File: src/logic/cpot_pkg.sv
package cpot_pkg;

  localparam int ADR_W = 8;
  localparam int IDX_W = 6;
  // register indices; byte address is four times the index
  localparam logic [5:0] IDX_CTRL_MAIN = 6'h00;
  localparam logic [5:0] IDX_CTRL_WAVE = 6'h01;
  localparam logic [5:0] IDX_EVT_CTRL = 6'h04;
  localparam logic [5:0] IDX_INT_EN = 6'h05;
  localparam logic [5:0] IDX_IRQ_FLAG = 6'h06;
  localparam logic [5:0] IDX_STATUS = 6'h07;
  localparam logic [5:0] IDX_TEMP = 6'h09;
  localparam logic [5:0] IDX_COUNT_LO = 6'h0a;
  localparam logic [5:0] IDX_COUNT_HI = 6'h0b;
  localparam logic [5:0] IDX_SNAP_LO = 6'h0c;
  localparam logic [5:0] IDX_SNAP_HI = 6'h0d;
  localparam logic [7:0] RST_BYTE = 8'h00;
  localparam logic [15:0] RST_WORD = 16'h0000;
  localparam logic [15:0] COUNT_TOP = 16'hffff;
  // field positions
  localparam int BIT_ENABLE = 0;
  localparam int BIT_TICK_LO = 1;
  localparam int BIT_RESTART = 4;
  localparam int BIT_MODE_LO = 0;
  localparam int BIT_WAVE_ON = 4;
  localparam int BIT_WAVE_INIT = 5;
  localparam int BIT_ASYNC = 6;
  localparam int BIT_EVT_ON = 0;
  localparam int BIT_EDGE = 4;
  localparam int BIT_FILTER = 6;
  localparam int BIT_FLAG = 0;
  // modes
  localparam logic [2:0] MODE_PERIODIC = 3'h0;
  localparam logic [2:0] MODE_TIMEOUT = 3'h1;
  localparam logic [2:0] MODE_CAPTURE = 3'h2;
  localparam logic [2:0] MODE_FREQ = 3'h3;
  localparam logic [2:0] MODE_PW = 3'h4;
  localparam logic [2:0] MODE_FREQ_PW = 3'h5;
  localparam logic [2:0] MODE_SINGLE = 3'h6;
  localparam logic [2:0] MODE_PWM8 = 3'h7;
  // tick sources
  localparam logic [1:0] TICK_DIV1 = 2'h0;
  localparam logic [1:0] TICK_DIV2 = 2'h1;
  localparam logic [1:0] TICK_PARTNER = 2'h2;
  localparam int FILTER_LEN = 4;

  typedef struct packed {
    logic enable;
    logic [1:0] tickSel;
    logic restartFollow;
    logic [2:0] opMode;
    logic waveOn;
    logic waveInit;
    logic asyncOut;
    logic evInOn;
    logic edgeSel;
    logic filterOn;
  } cpot_cfg_type;

  typedef enum logic [1:0] {
    SS_IDLE = 2'b00,
    SS_ARM = 2'b01,
    SS_RUN = 2'b10,
    SS_HOLD = 2'b11
  } cpot_ss_type;

endpackage : cpot_pkg

File: src/logic/cpot_timer.sv
// The placing of the registers and register access over Wishbone were left to the implementer.
`timescale 1ns/100ps
module cpot_timer #(
  parameter int FILT_LEN = cpot_pkg::FILTER_LEN
) (
  // clock, reset, freeze
  input wire logic mclk,
  input wire logic sys_rst,
  input wire logic clkEn,
  // wishbone classic slave
  input wire logic [cpot_pkg::ADR_W-1:0] wb_adr_i,
  input wire logic [31:0] wb_dat_i,
  input wire logic [3:0] wb_sel_i,
  input wire logic wb_we_i,
  input wire logic wb_cyc_i,
  input wire logic wb_stb_i,
  output logic [31:0] wb_dat_o,
  output logic wb_ack_o,
  // event routing network
  input wire logic eventIn,
  output logic eventOut,
  // companion timer
  input wire logic partnerTick,
  input wire logic partnerRestart,
  // waveform pin
  output logic waveOut,
  output logic waveOeN
);

  cpot_pkg::cpot_cfg_type cfg;
  cpot_pkg::cpot_ss_type ss_reg;
  cpot_pkg::cpot_ss_type ss_next;
  logic [7:0] ctrlMain_reg;
  logic [7:0] ctrlWave_reg;
  logic [7:0] evtCtrl_reg;
  logic [7:0] intEn_reg;
  logic [7:0] temp_reg;
  logic [15:0] count_reg;
  logic [15:0] snap_reg;
  logic flag_reg;
  logic ack_reg;
  logic [31:0] rdData_reg;
  logic div2_reg;
  logic [FILT_LEN-1:0] filtShift_reg;
  logic filt_reg;
  logic evPrev_reg;
  logic enPrev_reg;
  logic evOut_reg;
  logic [1:0] fpPhase_reg;
  logic [1:0] fpPhase_next;
  logic access;
  logic wrStrobe;
  logic rdStrobe;
  logic [cpot_pkg::IDX_W-1:0] idx;
  logic tick;
  logic evLvl;
  logic rise;
  logic fall;
  logic actRise;
  logic actFall;
  logic actSel;
  logic ssTrig;
  logic hit;
  logic capture;
  logic clear;
  logic incr;
  logic snapLoRead;
  logic pwmLvl;
  logic running;

  assign cfg.enable = ctrlMain_reg[cpot_pkg::BIT_ENABLE];
  assign cfg.tickSel = ctrlMain_reg[cpot_pkg::BIT_TICK_LO +: 2];
  assign cfg.restartFollow = ctrlMain_reg[cpot_pkg::BIT_RESTART];
  assign cfg.opMode = ctrlWave_reg[cpot_pkg::BIT_MODE_LO +: 3];
  assign cfg.waveOn = ctrlWave_reg[cpot_pkg::BIT_WAVE_ON];
  assign cfg.waveInit = ctrlWave_reg[cpot_pkg::BIT_WAVE_INIT];
  assign cfg.asyncOut = ctrlWave_reg[cpot_pkg::BIT_ASYNC];
  assign cfg.evInOn = evtCtrl_reg[cpot_pkg::BIT_EVT_ON];
  assign cfg.edgeSel = evtCtrl_reg[cpot_pkg::BIT_EDGE];
  assign cfg.filterOn = evtCtrl_reg[cpot_pkg::BIT_FILTER];

  // bus: request taken on the edge where it is first seen, ack in the next cycle
  assign access = wb_cyc_i & wb_stb_i & ~ack_reg;
  assign wrStrobe = access & wb_we_i & wb_sel_i[0];
  assign rdStrobe = access & ~wb_we_i;
  assign idx = wb_adr_i[cpot_pkg::ADR_W-1:2];
  assign snapLoRead = rdStrobe & (idx == cpot_pkg::IDX_SNAP_LO);
  assign wb_ack_o = ack_reg;
  assign wb_dat_o = rdData_reg;

  always_ff @(posedge mclk) begin
    if (sys_rst) begin
      ack_reg <= 1'b0;
    end else if (clkEn) begin
      ack_reg <= access;
    end
  end

  always_ff @(posedge mclk) begin
    if (sys_rst) begin
      rdData_reg <= 32'h00000000;
    end else if (clkEn && rdStrobe) begin
      case (idx)
        cpot_pkg::IDX_CTRL_MAIN: rdData_reg <= {24'h000000, ctrlMain_reg};
        cpot_pkg::IDX_CTRL_WAVE: rdData_reg <= {24'h000000, ctrlWave_reg};
        cpot_pkg::IDX_EVT_CTRL: rdData_reg <= {24'h000000, evtCtrl_reg};
        cpot_pkg::IDX_INT_EN: rdData_reg <= {24'h000000, intEn_reg};
        cpot_pkg::IDX_IRQ_FLAG: rdData_reg <= {31'h00000000, flag_reg};
        cpot_pkg::IDX_STATUS: rdData_reg <= {31'h00000000, running};
        cpot_pkg::IDX_TEMP: rdData_reg <= {24'h000000, temp_reg};
        cpot_pkg::IDX_COUNT_LO: rdData_reg <= {24'h000000, count_reg[7:0]};
        cpot_pkg::IDX_COUNT_HI: rdData_reg <= {24'h000000, temp_reg};
        cpot_pkg::IDX_SNAP_LO: rdData_reg <= {24'h000000, snap_reg[7:0]};
        cpot_pkg::IDX_SNAP_HI: rdData_reg <= {24'h000000, temp_reg};
        default: rdData_reg <= 32'h00000000;
      endcase
    end
  end

  // configuration registers
  always_ff @(posedge mclk) begin
    if (sys_rst) begin
      ctrlMain_reg <= cpot_pkg::RST_BYTE;
      ctrlWave_reg <= cpot_pkg::RST_BYTE;
      evtCtrl_reg <= cpot_pkg::RST_BYTE;
      intEn_reg <= cpot_pkg::RST_BYTE;
    end else if (clkEn && wrStrobe) begin
      case (idx)
        cpot_pkg::IDX_CTRL_MAIN: ctrlMain_reg <= wb_dat_i[7:0] & 8'h17;
        cpot_pkg::IDX_CTRL_WAVE: ctrlWave_reg <= wb_dat_i[7:0] & 8'h77;
        cpot_pkg::IDX_EVT_CTRL: evtCtrl_reg <= wb_dat_i[7:0] & 8'h51;
        cpot_pkg::IDX_INT_EN: intEn_reg <= wb_dat_i[7:0] & 8'h01;
        default: ;
      endcase
    end
  end

  // shared byte latch for coherent 16-bit access: low byte on writes, high byte on reads
  always_ff @(posedge mclk) begin
    if (sys_rst) begin
      temp_reg <= cpot_pkg::RST_BYTE;
    end else if (clkEn) begin
      if (wrStrobe && (idx == cpot_pkg::IDX_TEMP || idx == cpot_pkg::IDX_COUNT_LO
          || idx == cpot_pkg::IDX_SNAP_LO)) begin
        temp_reg <= wb_dat_i[7:0];
      end else if (rdStrobe && idx == cpot_pkg::IDX_COUNT_LO) begin
        temp_reg <= count_reg[15:8];
      end else if (snapLoRead) begin
        temp_reg <= snap_reg[15:8];
      end
    end
  end

  // tick source
  always_ff @(posedge mclk) begin
    if (sys_rst) begin
      div2_reg <= 1'b0;
    end else if (clkEn) begin
      div2_reg <= ~div2_reg;
    end
  end

  always_comb begin
    case (cfg.tickSel)
      cpot_pkg::TICK_DIV1: tick = 1'b1;
      cpot_pkg::TICK_DIV2: tick = div2_reg;
      cpot_pkg::TICK_PARTNER: tick = partnerTick;
      default: tick = 1'b0;
    endcase
  end

  // noise filter: output follows only after a run of equal samples
  always_ff @(posedge mclk) begin
    if (sys_rst) begin
      filtShift_reg <= '0;
      filt_reg <= 1'b0;
    end else if (clkEn) begin
      filtShift_reg <= {filtShift_reg[FILT_LEN-2:0], eventIn};
      if (&filtShift_reg) begin
        filt_reg <= 1'b1;
      end else if (~|filtShift_reg) begin
        filt_reg <= 1'b0;
      end
    end
  end

  assign evLvl = cfg.filterOn ? filt_reg : eventIn;

  always_ff @(posedge mclk) begin
    if (sys_rst) begin
      evPrev_reg <= 1'b0;
      enPrev_reg <= 1'b0;
    end else if (clkEn) begin
      evPrev_reg <= evLvl;
      enPrev_reg <= cfg.enable;
    end
  end

  // edge detection, gated by event input enable
  assign rise = cfg.evInOn & evLvl & ~evPrev_reg;
  assign fall = cfg.evInOn & ~evLvl & evPrev_reg;
  assign actRise = cfg.edgeSel ? fall : rise;
  assign actFall = cfg.edgeSel ? rise : fall;
  assign actSel = cfg.edgeSel ? fall : rise;
  assign ssTrig = cfg.edgeSel ? (rise | fall) : rise;

  // per-mode decisions on this cycle
  always_comb begin
    hit = 1'b0;
    capture = 1'b0;
    clear = 1'b0;
    incr = 1'b0;
    fpPhase_next = fpPhase_reg;
    if (cfg.enable) begin
      case (cfg.opMode)
        cpot_pkg::MODE_PERIODIC: begin
          if (tick && count_reg == snap_reg) begin
            hit = 1'b1;
            clear = 1'b1;
          end else begin
            incr = tick;
          end
        end
        cpot_pkg::MODE_TIMEOUT: begin
          incr = tick;
        end
        cpot_pkg::MODE_CAPTURE: begin
          incr = tick;
          if (actSel) begin
            capture = 1'b1;
            hit = 1'b1;
          end
        end
        cpot_pkg::MODE_FREQ: begin
          incr = tick;
          if (actSel) begin
            capture = 1'b1;
            hit = 1'b1;
            clear = 1'b1;
          end
        end
        cpot_pkg::MODE_PW: begin
          incr = tick;
          if (actRise) begin
            clear = 1'b1;
          end else if (actFall) begin
            capture = 1'b1;
            hit = 1'b1;
          end
        end
        cpot_pkg::MODE_FREQ_PW: begin
          case (fpPhase_reg)
            2'h0: begin
              if (actRise) begin
                clear = 1'b1;
                fpPhase_next = 2'h1;
              end
            end
            2'h1: begin
              incr = tick;
              if (actFall) begin
                capture = 1'b1;
                fpPhase_next = 2'h2;
              end
            end
            2'h2: begin
              if (actRise) begin
                hit = 1'b1;
                fpPhase_next = 2'h3;
              end else begin
                incr = tick;
              end
            end
            default: begin
              if (!flag_reg) begin
                fpPhase_next = 2'h0;
              end
            end
          endcase
        end
        cpot_pkg::MODE_SINGLE: begin
          clear = (ss_reg == cpot_pkg::SS_ARM);
          if (ss_reg == cpot_pkg::SS_RUN && tick) begin
            if (count_reg == snap_reg) begin
              hit = 1'b1;
            end else begin
              incr = 1'b1;
            end
          end
        end
        cpot_pkg::MODE_PWM8: begin
          if (tick) begin
            if (count_reg[7:0] >= snap_reg[7:0]) begin
              clear = 1'b1;
            end else begin
              incr = 1'b1;
            end
          end
        end
        default: ;
      endcase
    end
  end

  // counter and snapshot
  always_ff @(posedge mclk) begin
    if (sys_rst) begin
      count_reg <= cpot_pkg::RST_WORD;
    end else if (clkEn) begin
      if (wrStrobe && idx == cpot_pkg::IDX_COUNT_HI) begin
        count_reg <= {wb_dat_i[7:0], temp_reg};
      end else if (cfg.enable && cfg.restartFollow && partnerRestart) begin
        count_reg <= cpot_pkg::RST_WORD;
      end else if (clear) begin
        count_reg <= cpot_pkg::RST_WORD;
      end else if (incr) begin
        count_reg <= count_reg + 16'h0001;
      end
    end
  end

  always_ff @(posedge mclk) begin
    if (sys_rst) begin
      snap_reg <= cpot_pkg::RST_WORD;
    end else if (clkEn) begin
      if (wrStrobe && idx == cpot_pkg::IDX_SNAP_HI) begin
        snap_reg <= {wb_dat_i[7:0], temp_reg};
      end else if (capture) begin
        snap_reg <= count_reg;
      end
    end
  end

  always_ff @(posedge mclk) begin
    if (sys_rst) begin
      fpPhase_reg <= 2'h0;
    end else if (clkEn) begin
      fpPhase_reg <= (cfg.opMode == cpot_pkg::MODE_FREQ_PW) ? fpPhase_next : 2'h0;
    end
  end

  // snapshot flag: a new hit wins over a clear in the same cycle
  always_ff @(posedge mclk) begin
    if (sys_rst) begin
      flag_reg <= 1'b0;
    end else if (clkEn) begin
      if (hit) begin
        flag_reg <= 1'b1;
      end else if (snapLoRead) begin
        flag_reg <= 1'b0;
      end else if (wrStrobe && idx == cpot_pkg::IDX_IRQ_FLAG
          && wb_dat_i[cpot_pkg::BIT_FLAG]) begin
        flag_reg <= 1'b0;
      end
    end
  end

  always_ff @(posedge mclk) begin
    if (sys_rst) begin
      evOut_reg <= 1'b0;
    end else if (clkEn) begin
      evOut_reg <= hit;
    end
  end

  assign eventOut = evOut_reg;

  // single-shot sequencing
  always_comb begin
    ss_next = ss_reg;
    case (ss_reg)
      cpot_pkg::SS_IDLE: begin
        if (cfg.enable && !enPrev_reg && count_reg != cpot_pkg::COUNT_TOP) begin
          ss_next = cpot_pkg::SS_RUN;
        end else if (cfg.enable && ssTrig) begin
          ss_next = cpot_pkg::SS_ARM;
        end
      end
      cpot_pkg::SS_ARM: ss_next = cpot_pkg::SS_RUN;
      cpot_pkg::SS_RUN: begin
        if (hit) begin
          ss_next = cpot_pkg::SS_HOLD;
        end
      end
      cpot_pkg::SS_HOLD: begin
        if (tick) begin
          ss_next = cpot_pkg::SS_IDLE;
        end
      end
      default: ss_next = cpot_pkg::SS_IDLE;
    endcase
    if (!cfg.enable || cfg.opMode != cpot_pkg::MODE_SINGLE) begin
      ss_next = cpot_pkg::SS_IDLE;
    end
  end

  always_ff @(posedge mclk) begin
    if (sys_rst) begin
      ss_reg <= cpot_pkg::SS_IDLE;
    end else if (clkEn) begin
      ss_reg <= ss_next;
    end
  end

  assign running = cfg.enable
      && (cfg.opMode != cpot_pkg::MODE_SINGLE || ss_reg == cpot_pkg::SS_RUN);
  assign pwmLvl = count_reg[7:0] < snap_reg[15:8];

  // waveform pin; output enable is active low
  always_comb begin
    waveOeN = ~cfg.waveOn;
    waveOut = 1'b0;
    if (cfg.waveOn) begin
      case (cfg.opMode)
        cpot_pkg::MODE_SINGLE: begin
          waveOut = (ss_reg == cpot_pkg::SS_RUN)
              || (cfg.asyncOut && ss_reg == cpot_pkg::SS_ARM)
              || (cfg.asyncOut && cfg.enable && ss_reg == cpot_pkg::SS_IDLE && ssTrig);
        end
        cpot_pkg::MODE_PWM8: waveOut = pwmLvl;
        default: waveOut = cfg.waveInit;
      endcase
    end
  end

endmodule : cpot_timer

File: config.mk
export PLATFORM = sky130hd
export DESIGN_NAME = cpot_timer
export DESIGN_NICKNAME = d
export VERILOG_FILES = /design/src/logic/cpot_pkg.sv /design/src/logic/cpot_timer.sv
export SDC_FILE = /design/constraint.sdc
export NUM_CORES = 1
export LEC_CHECK = 0
export BUFFER_PORTS_ARGS = -buffer_cell sky130_fd_sc_hd__buf_2
export CAP_MARGIN = 10
export CORE_UTILIZATION = 40
export DETAILED_ROUTE_END_ITERATION = 6
export GPL_ROUTABILITY_DRIVEN = 0
export PLACE_DENSITY = 0.7
export SLEW_MARGIN = 20
export SYNTH_ARGS = -nofsm -noshare
export SYNTH_HDL_FRONTEND = slang
export SYNTH_SLANG_ARGS = --single-unit
File: constraint.sdc
create_clock -name mclk -period 3.09 [get_ports mclk]
set_input_delay 0.309 -clock mclk [delete_from_list [all_inputs] [get_ports mclk]]
set_output_delay 0.309 -clock mclk [all_outputs]
set_load 0.02 [all_outputs]
---- Word-level counts from Yosys, hierarchy flattened ----
Index checks and enable logic that the tools add are counted.
W data, S select, Z words.
storage, ports and cells
  flip-flop bits (word level) ............. 101
  bits in latches ......................... 0
  bits in writable memories ............... 0
  bits in read-only memories .............. 0
  input bits .............................. 53
  memories kept ........................... 0
operators by class
  add/subtract/negate cells ............... 1
  multiply operators ...................... 0
  divide/modulo/power cells ............... 0
  order comparisons ....................... 2
  equal/unequal tests ..................... 36
  shift operators ......................... 0
  muxes and demuxes ....................... 61
  bitwise logic cells ..................... 17
  reduce and logical (&&, ||, !) cells .... 54
operators by type and width
  cell                     number
  $mux W16                 6
  $pmux W8 S9              1
  $mux W1                  31
  $eq A6 B4 Y1 const B     5
  $eq A6 B3 Y1 const B     4
  $mux W8                  3
  $mux W2                  11
  $logic_and A1 B1 Y1      20
  $reduce_and A2 Y1        9
  $add A16 B1 Y16 const B  1
  $eq A16 B16 Y1           1
  $ne A16 B16 Y1 const B   1
  $ne A3 B3 Y1 const B     5
  $pmux W1 S5              3
  $eq A3 B3 Y1 const B     4
  $and A1 B1 Y1            10
  $eq A2 B2 Y1 const B     4
  $ge A8 B8 Y1             1
  $lt A8 B8 Y1             1
  $pmux W2 S4              1
  $reduce_and A4 Y1        2
  $reduce_or A4 Y1         2
  $eq A2 B1 Y1 const B     3
  $eq A3 B2 Y1 const B     2
  other kinds (22)         40

---- Longest topological paths before layout ----
Gate-level depths: netlist (run 1).
  word-level depth ........................ 13
  mapped depth ............................ 10

---- Worst setup path before layout (run 1) ----
OpenSTA, ideal clock, no wires.
  path kind ............................... register to register
  start point ............................. reg count_reg[0]
  end point ............................... reg count_reg[5]
  library setup time ...................... 0.139 ns
  arrival time ............................ 2.378 ns
  required time ........................... 2.951 ns
  slack ................................... 0.574 ns
  cell stages (with the launch flop) ...... 11
  buffers on the path ..................... 1
  cells stage by stage .................... dfxtp_1 inv_1 ha_1 nand2b_1 a2111oi_1 o2111a_1 a211o_1 nand2_4 buf_6 o41ai_1 a221oi_2
between the ends
  cells in the longest elaborated chain, start to end .. 8
  elaborated cells between the ends (all ways) .. 22
  those cells by class .................... 1 x add/sub; 1 x order compare; 1 x eq/ne; 16 x mux; 3 x reduce/logical
RTL lines
  element                                         line                                                     source
  from (decl)                                     cpot_timer.sv:38                                         logic [15:0] count_reg;
  from (signal assigned)                          cpot_timer.sv:308                                        count_reg <= cpot_pkg::RST_WORD;
  from (signal assigned)                          cpot_timer.sv:311                                        count_reg <= {wb_dat_i[7:0], temp_reg};
  from (signal assigned)                          cpot_timer.sv:313                                        count_reg <= cpot_pkg::RST_WORD;
  $ge A8 B8 Y1 or $eq A16 B16 Y1 (tied branches)  cpot_timer.sv:293, cpot_timer.sv:217, cpot_timer.sv:284
  $mux W1 or $logic_and A1 B1 Y1 (tied branches)  cpot_timer.sv:293, cpot_timer.sv:217
  $mux W1, on equally long branches               cpot_timer.sv:292, cpot_timer.sv:217
  $pmux W1 S5                                     cpot_timer.sv:215                                        case (cfg.opMode)
  $mux W1                                         cpot_timer.sv:214                                        if (cfg.enable) begin
  $mux W16                                        cpot_timer.sv:314                                        end else if (clear) begin
  $mux W16                                        cpot_timer.sv:312                                        end else if (cfg.enable && cfg.restartFollow && partnerRestart) begin
  $mux W16                                        cpot_timer.sv:310                                        if (wrStrobe && idx == cpot_pkg::IDX_COUNT_HI) begin
Several ways; a longest one is shown, not always the timed one. The select of a mux whose other input is x is not followed.
A chain may end at the register's enable or synchronous reset.

---- Worst setup path in the final report (run 1) ----
  start point ............................. reg count_reg[0]
  end point ............................... reg count_reg[1]
Same word-level chain as after synthesis.

==> results of run 1 <==
==> worst max-delay path, cell delays in order (launching register included) <==
cell and delay (ns):
dfxtp_1 0.32, inv_1 0.06, ha_1 0.29, nand2b_1 0.14
a2111oi_1 0.39, buf_4 0.19, o2111a_1 0.21, a211o_1 0.23
nand2_4 0.19, and2_1 0.31, a221oi_1 0.33
==> area by class of cell <==
class	instances	area, um^2	area share
well taps	176	220	0.0366
clock buffers	16	292	0.0485
multi-input cells	513	3430	0.571
repair buffers	61	383	0.0636
flip-flops and latches	77	1540	0.256
inverters	39	146	0.0243
==> stage by stage <==
stage | utilization | power [mW] | area (um^2)
floorplan | - | 1.14 | 5490
global placement | 0.434 | 1.16 | 5730
detailed placement | 0.434 | 1.16 | 5730
CTS | 0.456 | 2.19 | 6020
global route | 0.456 | 2.25 | 6020
finish | 0.456 | 2.19 | 6020
==> metal layers <==
layer / vias up / wire length (um) / share of wire / global-route usage
li1: 2447 / - / - / -
met1: 2342 / 7080 / 0.47 / 0.299
met2: 183 / 6680 / 0.44 / 0.341
met3: 22 / 916 / 0.061 / 0.0367
met4: 0 / 354 / 0.024 / 0.0793
met5: - / 0 / 0 / 0
==> power groups by stage <==
stage	logic [mW]	clock network (mW)	registers, mW
CTS	0.138	1.05	1.00
global route	0.151	1.10	1.00
floorplan	0.115	0	1.02
global placement	0.138	0	1.02
finish	0.140	1.05	1.00
detailed placement	0.138	0	1.02
==> logic make-up after synthesis <==
family,share of synthesized area
and+or+nand+nor,0.203
buffers and inverters,0.0963
xor gates and xnor gates,0.0178
DFF,0.285
AOI/OAI and AO/OA,0.234
other,0.000694
adders and majority gates,0.0556
muxes,0.107
==> worst max-delay path by stage <==
stage	start	end	slack (ns)	cells after the start
floorplan	count_reg[0]	count_reg[5]	0.57	10
global placement	count_reg[0]	count_reg[1]	0.40	10
detailed placement	count_reg[0]	count_reg[3]	0.38	10
CTS	count_reg[0]	count_reg[1]	0.31	10
global route	count_reg[0]	count_reg[1]	0.18	10
finish	count_reg[0]	count_reg[1]	0.32	10
==> synth_stat cells (4+ instances only) <==
cell type	n	share of area
buf_4	28	0.039
and2_1	6	0.0069
nor2_1	86	0.060
a22oi_1	6	0.0083
nor4_1	7	0.0081
a21oi_1	39	0.036
clkbuf_1	18	0.012
a221oi_2	8	0.022
mux2i_1	53	0.098
nand2_1	53	0.037
ha_1	24	0.056
o21ai_0	23	0.021
a222oi_1	5	0.0093
nand4_1	8	0.0093
a221oi_1	5	0.0081
inv_1	39	0.027
nor2b_1	4	0.0046
a211oi_1	22	0.031
nand2b_1	11	0.013
nor3_1	12	0.011
xor2_1	8	0.013
a22o_1	6	0.0097
or3_1	6	0.0069
nand3_1	16	0.015
buf_2	11	0.010
a31oi_1	5	0.0058
a21o_1	7	0.0097
dfxtp_1	77	0.29
==> metrics.txt, run 1 <==
Leak 2.20 nW; startpoint types flop; most common cell after layout, fill and taps aside nor2_1; PwrDens 364 nW/um^2; CTS resizes 0; Clock Skew 0.00725 ns; # port buffers 35; share of cells above drive strength 1 0.136; Cell Int Power 1.67 mW; most frequent cells in the layout nor2_1, dfxtp_1, mux2i_1, nand2_1; CTS Hold Bufs 0; area grow syn2layout 11.3%; flop2flop setup slack 0.32 ns; GRT Util Overall 0.218; Distinct cells, synth 76; hold depth 3; Crit Path Category flop to flop; run status completed; Horiz. Die Dim 118 um; min-delay src eventIn; Post-Syn Area 5410 um^2; Post-synth EDFFs 0; CTS max path bufs 2; Remaining Overflow, GRT 0; DR vias 4994; routed wire length 15.0 mm; worst-margin pin slew 0.965 ns; Place WS 0.383 ns; CP Data Arrival Time 3.01 ns; initial drt markers 488; worst skew pair latency 0.34 ns; # Max-Cap Violations 0; Final WS setup 0.317 ns; std cell rows 42; clock period minus worst slack 2.77 ns; DRT Pass-1 Iters 6; Crit. End Element flop; synth warn 0; global-route wire length before repair 24.0 mm; TritonCTS clock tree done; Top Ports 89; vias per inst 5.66; root buffer cell clkbuf_16; Sw Share 0.238; initial antenna violation count 0; RSZ-0062 raised after global routing no; drt drc 0; clk slew on worst S/H paths 0.06 ns; worst vdd ir 0.000251 V; worst r2r path cells 10; fin. max-slew vios 0; Initial Util 0.410; Combinational Power Share 0.064; antenna-violating nets left 0; vias in the first global route 4472; fin nets 778; Hold Path Class primary input to flop; post-CTS setup buffer count 0; Min Hold Slack 0.257 ns; dpl cells 866; RR Startpoint count_reg[0]; setup tns final 0 ns; setup violators final 0; n_diodes 0; Fin. Hold Viols 0; Worst R2R End count_reg[1]; post-route insts no fill 882; sequential fraction of the synthesis area 0.285; die height 118 um; Num CTS Buffers 9; Seq cells post-synth 77; Max Freq 361 MHz; Num Clock Sinks 77; Max H-tree Level 3; Data required, critical path 3.32 ns; maximum fanout along the worst path 21; hpwl dp 11.2 mm; sequential share of power 0.458; final-layout fill cell count 1313; hold endpoint filtShift_reg[0]; Post-synth ARST share 0; pin count of the biggest net entering global routing 43; die area 14000 um^2; Switch Pwr 0.521 mW; CORE AREA 13200 um^2; Worst slew margin 0.351; Tcrit/Tclk final 0.897; Clock power frac 0.478; Main synth FF type dfxtp_1; WL/cell 17.0 um; Syn Inst Count 668; Avg Inst Size Synth 8.09 um^2
Note: power is estimated with default switching activity, not from simulation.
==> run 2, diff against run 1 <==
--- a/config.mk
+++ b/config.mk
@@ -7,10 +7,10 @@
 export LEC_CHECK = 0
 export BUFFER_PORTS_ARGS = -buffer_cell sky130_fd_sc_hd__buf_2
 export CAP_MARGIN = 10
-export CORE_UTILIZATION = 40
+export CORE_UTILIZATION = 44
 export DETAILED_ROUTE_END_ITERATION = 6
 export GPL_ROUTABILITY_DRIVEN = 0
-export PLACE_DENSITY = 0.7
+export PLACE_DENSITY = 0.74
 export SLEW_MARGIN = 20
 export SYNTH_ARGS = -nofsm -noshare
 export SYNTH_HDL_FRONTEND = slang
==> constraint.sdc (replaced) <==
create_clock -name mclk -period 2.8 [get_ports mclk]
set_input_delay 0.28 -clock mclk [delete_from_list [all_inputs] [get_ports mclk]]
set_output_delay 0.28 -clock mclk [all_outputs]
set_load 0.02 [all_outputs]
==> run 2 against run 1 <==
- final cell count fell by 2.3%
- total power grew 6.7%
- setup slack worse by 0.19 ns
- largest power group is now registers
- highest routed layer unchanged
- register-to-register slack worse by 0.19 ns
==> metrics.txt, run 2 (synthesized netlist as in run 1, its figures left out) <==
run status completed; Max Freq 374 MHz; dpl cells 842; Place WS -0.0455 ns; drt drc 0; Top Ports 89; routed wire length 15.6 mm; DR vias 5218; RR Startpoint count_reg[0]; Min Hold Slack 0.241 ns; Hold Path Class primary input to flop; initial antenna violation count 0; fin nets 789; CP Data Arrival Time 2.92 ns; WL/cell 18.0 um; CTS max path bufs 2; vias per inst 6.05; GRT Util Overall 0.249; antenna-violating nets left 0; DRT Pass-1 Iters 6; worst skew pair latency 0.34 ns; hold endpoint filtShift_reg[0]; maximum fanout along the worst path 13; die height 113 um; Finished Core Util 0.506; post-route insts no fill 862; Data required, critical path 3.05 ns; n_diodes 0; hpwl dp 11.4 mm; clock period minus worst slack 2.67 ns; Final WS setup 0.126 ns; Horiz. Die Dim 113 um; min-delay src eventIn; fin. max-slew vios 0; die area 12700 um^2; area grow syn2layout 12.5%; vias in the first global route 4713; total power 2.33 mW; initial drt markers 672; RSZ-0062 raised after global routing no; hold depth 3; Fin. Hold Viols 0; final-layout fill cell count 1117; worst r2r path cells 11; Max H-tree Level 3; Leak 2.25 nW; pin count of the biggest net entering global routing 42; Worst slew margin 0.425; placed cell area 5710 um^2; root buffer cell clkbuf_16; most common cell after layout, fill and taps aside nor2_1; # Max-Cap Violations 0; flop2flop setup slack 0.13 ns; setup tns final 0 ns; Crit. End Element flop; CORE AREA 12000 um^2; # port buffers 35; setup violators final 0; share of cells above drive strength 1 0.159; Initial Util 0.450; most frequent cells in the layout nor2_1, dfxtp_1, nand2_1; PwrDens 384 nW/um^2; clk slew on worst S/H paths 0.06 ns; fin area 6080 um^2; Remaining Overflow, GRT 0; Num CTS Buffers 9; TritonCTS clock tree done; Crit Path Category flop to flop; global-route wire length before repair 24.8 mm; Tcrit/Tclk final 0.955; Num Clock Sinks 77; startpoint types flop; worst vdd ir 0.000227 V; Clock Skew 0.00473 ns; std cell rows 40; Worst R2R End count_reg[11]; worst-margin pin slew 0.855 ns
==> run 2: cell types whose count changed in the layout (fill, tap and decap cells not counted), sizes merged <==
cell,delta
clkbuf,-4
clkinv,+2
buf,+10
nand2,+1
==> run 2: final cells by class <==
cell class | instances | area [um^2] | share of cell area
clock buffers | 12 | 256 | 0.0422
clock inverters | 2 | 10.0 | 0.00165
inverters | 39 | 146 | 0.0241
multi-input cells | 514 | 3490 | 0.574
flip-flops and latches | 77 | 1540 | 0.254
well taps | 147 | 184 | 0.0302
repair buffers | 71 | 449 | 0.0739
==> run 2: how the worst max path moves through the flow <==
stage	from	cells past startpoint	slack, ns	to
finish	count_reg[0]	11	0.13	count_reg[11]
global route	count_reg[0]	11	0.02	count_reg[1]
CTS	count_reg[0]	10	0.03	count_reg[1]
detailed placement	count_reg[0]	10	-0.05	count_reg[1]
global placement	count_reg[0]	10	0.02	count_reg[1]
floorplan	count_reg[0]	10	0.28	count_reg[5]
==> run 2: power breakdown <==
part,switching [mW],internal [mW],leakage [nW]
Sequential,0.00525,1.10,0.621
Clock,0.440,0.635,0.134
Combinational,0.113,0.0400,1.49
==> run 2: worst max-delay path: stages, from the launching register on <==
cell       delay [ns]
dfxtp_1          0.32
inv_1            0.08
ha_1             0.31
nand2b_1         0.18
a2111oi_4        0.39
buf_4            0.18
o21ai_0          0.10
o2bb2ai_1        0.20
a22oi_4          0.20
buf_4            0.24
nand2_1          0.10
a221oi_2         0.29
==> run 2: layer usage <==
metal / vias to the layer above / global-route usage / wire length (um)
met1: 2417 / 0.318 / 6530
met2: 298 / 0.411 / 7330
li1: 2459 / - / -
met4: 0 / 0.112 / 484
met3: 44 / 0.0428 / 1210
met5: - / 0 / 0
==> run 2: repair_timing <==
action / 4_1_cts / 5_1_grt
endpoints found under the setup margin: 6 / 17
resized for setup: 1 / 10
cloned: 0 / 1
hold endpoints to repair: 0 / 0
buffers inserted: 0 / 5
hold buffers: 0 / 0
pin swaps: 0 / 1
==> run 3, diff against run 2 <==
--- a/config.mk
+++ b/config.mk
@@ -7,6 +7,7 @@
 export LEC_CHECK = 0
 export BUFFER_PORTS_ARGS = -buffer_cell sky130_fd_sc_hd__buf_2
 export CAP_MARGIN = 10
+export CORE_ASPECT_RATIO = 0.6
 export CORE_UTILIZATION = 44
 export DETAILED_ROUTE_END_ITERATION = 6
 export GPL_ROUTABILITY_DRIVEN = 0
==> run 3 against run 2 <==
- non-clock buffer count unchanged
- register-to-register slack hardly changed
- clock skew is 0.00097 ns higher
- first-iteration DRC count grew 42%
- die area up 0.12%
- clock power up 20%
- core utilization grew 2.1 points
- total power is 9.9% higher
- critical endpoint is now count_reg[5]
- fmax shrank 0.51%
- critical path type unchanged
- final cell count grew 1.5%
- sequential power about the same
==> metrics.txt, run 3 (synthesized netlist as in run 1, its figures left out) <==
Data required, critical path 3.02 ns; n_diodes 0; placed cell area 5770 um^2; CTS max path bufs 2; Top Ports 89; most frequent cells in the layout nor2_1, dfxtp_1, nand2_1; initial drt markers 953; clk slew on worst S/H paths 0.06 ns; Crit Path Category flop to flop; root buffer cell clkbuf_16; Max Freq 372 MHz; Horiz. Die Dim 145 um; RSZ-0062 raised after global routing no; Crit. End Element flop; Tcrit/Tclk final 0.960; fin. max-slew vios 0; die area 12700 um^2; GRT Util Overall 0.276; pin count of the biggest net entering global routing 33; TritonCTS clock tree done; std cell rows 30; Hold Path Class primary input to flop; setup violators final 0; most common cell after layout, fill and taps aside nor2_1; hpwl dp 12.9 mm; # port buffers 35; Num Clock Sinks 77; antenna-violating nets left 0; WL/cell 19.8 um; maximum fanout along the worst path 24; Max H-tree Level 3; global-route wire length before repair 26.9 mm; Worst slew margin 0.359; setup tns final 0 ns; startpoint types flop; share of cells above drive strength 1 0.158; # Max-Cap Violations 0; vias in the first global route 4971; Remaining Overflow, GRT 0; fin nets 788; worst skew pair latency 0.35 ns; vias per inst 6.23; Leak 2.26 nW; worst-margin pin slew 0.952 ns; area grow syn2layout 13.6%; Initial Util 0.465; Num CTS Buffers 9; clock period minus worst slack 2.69 ns; initial antenna violation count 0; routed wire length 17.3 mm; DR vias 5447; CORE AREA 11600 um^2; PwrDens 418 nW/um^2; worst vdd ir 0.000312 V; drt drc 0; CTS Hold Bufs 0; run status completed; Clock Skew 0.00570 ns; DRT Pass-1 Iters 6; CP Data Arrival Time 2.91 ns; Fin. Hold Viols 0; fin area 6140 um^2; die height 87.9 um
[run 3: layer usage]
metal | vias to the layer above | share of wire | GRT usage
li1 | 2463 | - | -
met1 | 2564 | 0.43 | 0.381
met2 | 386 | 0.40 | 0.397
met3 | 34 | 0.15 | 0.109
met4 | 0 | 0.016 | 0.0699
met5 | - | 0 | 0
[run 3: power by group]
| part | internal [mW] | leakage (nW) | switching [mW] |
|---|---|---|---|
| combinational | 0.0429 | 1.49 | 0.121 |
| clock | 0.803 | 0.151 | 0.493 |
| sequential | 1.10 | 0.621 | 0.00502 |
| total | 1.95 | 2.26 | 0.619 |
[run 3: final timing paths]
| check | from | end | slack, ns | cells after the start |
|---|---|---|---|---|
| max reg2reg | count_reg[0] | count_reg[5] | 0.11 | 9 |
| min | wb_dat_i[3] | count_reg[11] | 0.23 | 3 |
| min reg2reg | eventOut | eventOut | 0.45 | 2 |
| max | count_reg[0] | count_reg[5] | 0.11 | 9 |
[run 3: layout make-up]
type	count	area [um^2]
clock buffer	10	239
multi-input combinational	513	3470
fill	1087	5500
timing repair buffer	71	458
clock inverter	5	83.8
sequential	77	1540
inverter	39	146
tap	160	200
[run 3: worst max-delay path, stage by stage (launching register included)]
cell and delay (ns):
dfxtp_1 0.33, inv_1 0.06, ha_1 0.30, nand2b_1 0.18
a2111oi_4 0.40, o2111a_1 0.30, a211o_1 0.21, nand2_4 0.20
o41ai_1 0.46, a221oi_2 0.10
[run 3: timing repair]
item,4_1_cts,5_1_grt
hold endpoints to repair,0,0
buffers inserted,0,1
gates resized for setup,1,7
pin swaps,0,0
setup endpoints to repair,4,16
[run 3: per-stage QoR]
| stage | hold WS, ns | instances | utilization | power, mW | worst slack [ns] |
|---|---|---|---|---|---|
| floorplan | 0.415 | 691 | - | 1.26 | 0.284 |
| global placement | 0.442 | 859 | 0.496 | 1.28 | 0.0264 |
| detailed placement | 0.445 | 859 | 0.496 | 1.29 | -0.00480 |
| CTS | 0.230 | 874 | 0.524 | 2.56 | 0.0802 |
| global route | 0.237 | 875 | 0.528 | 2.63 | 0.00882 |
| finish | 0.229 | 875 | 0.528 | 2.56 | 0.113 |
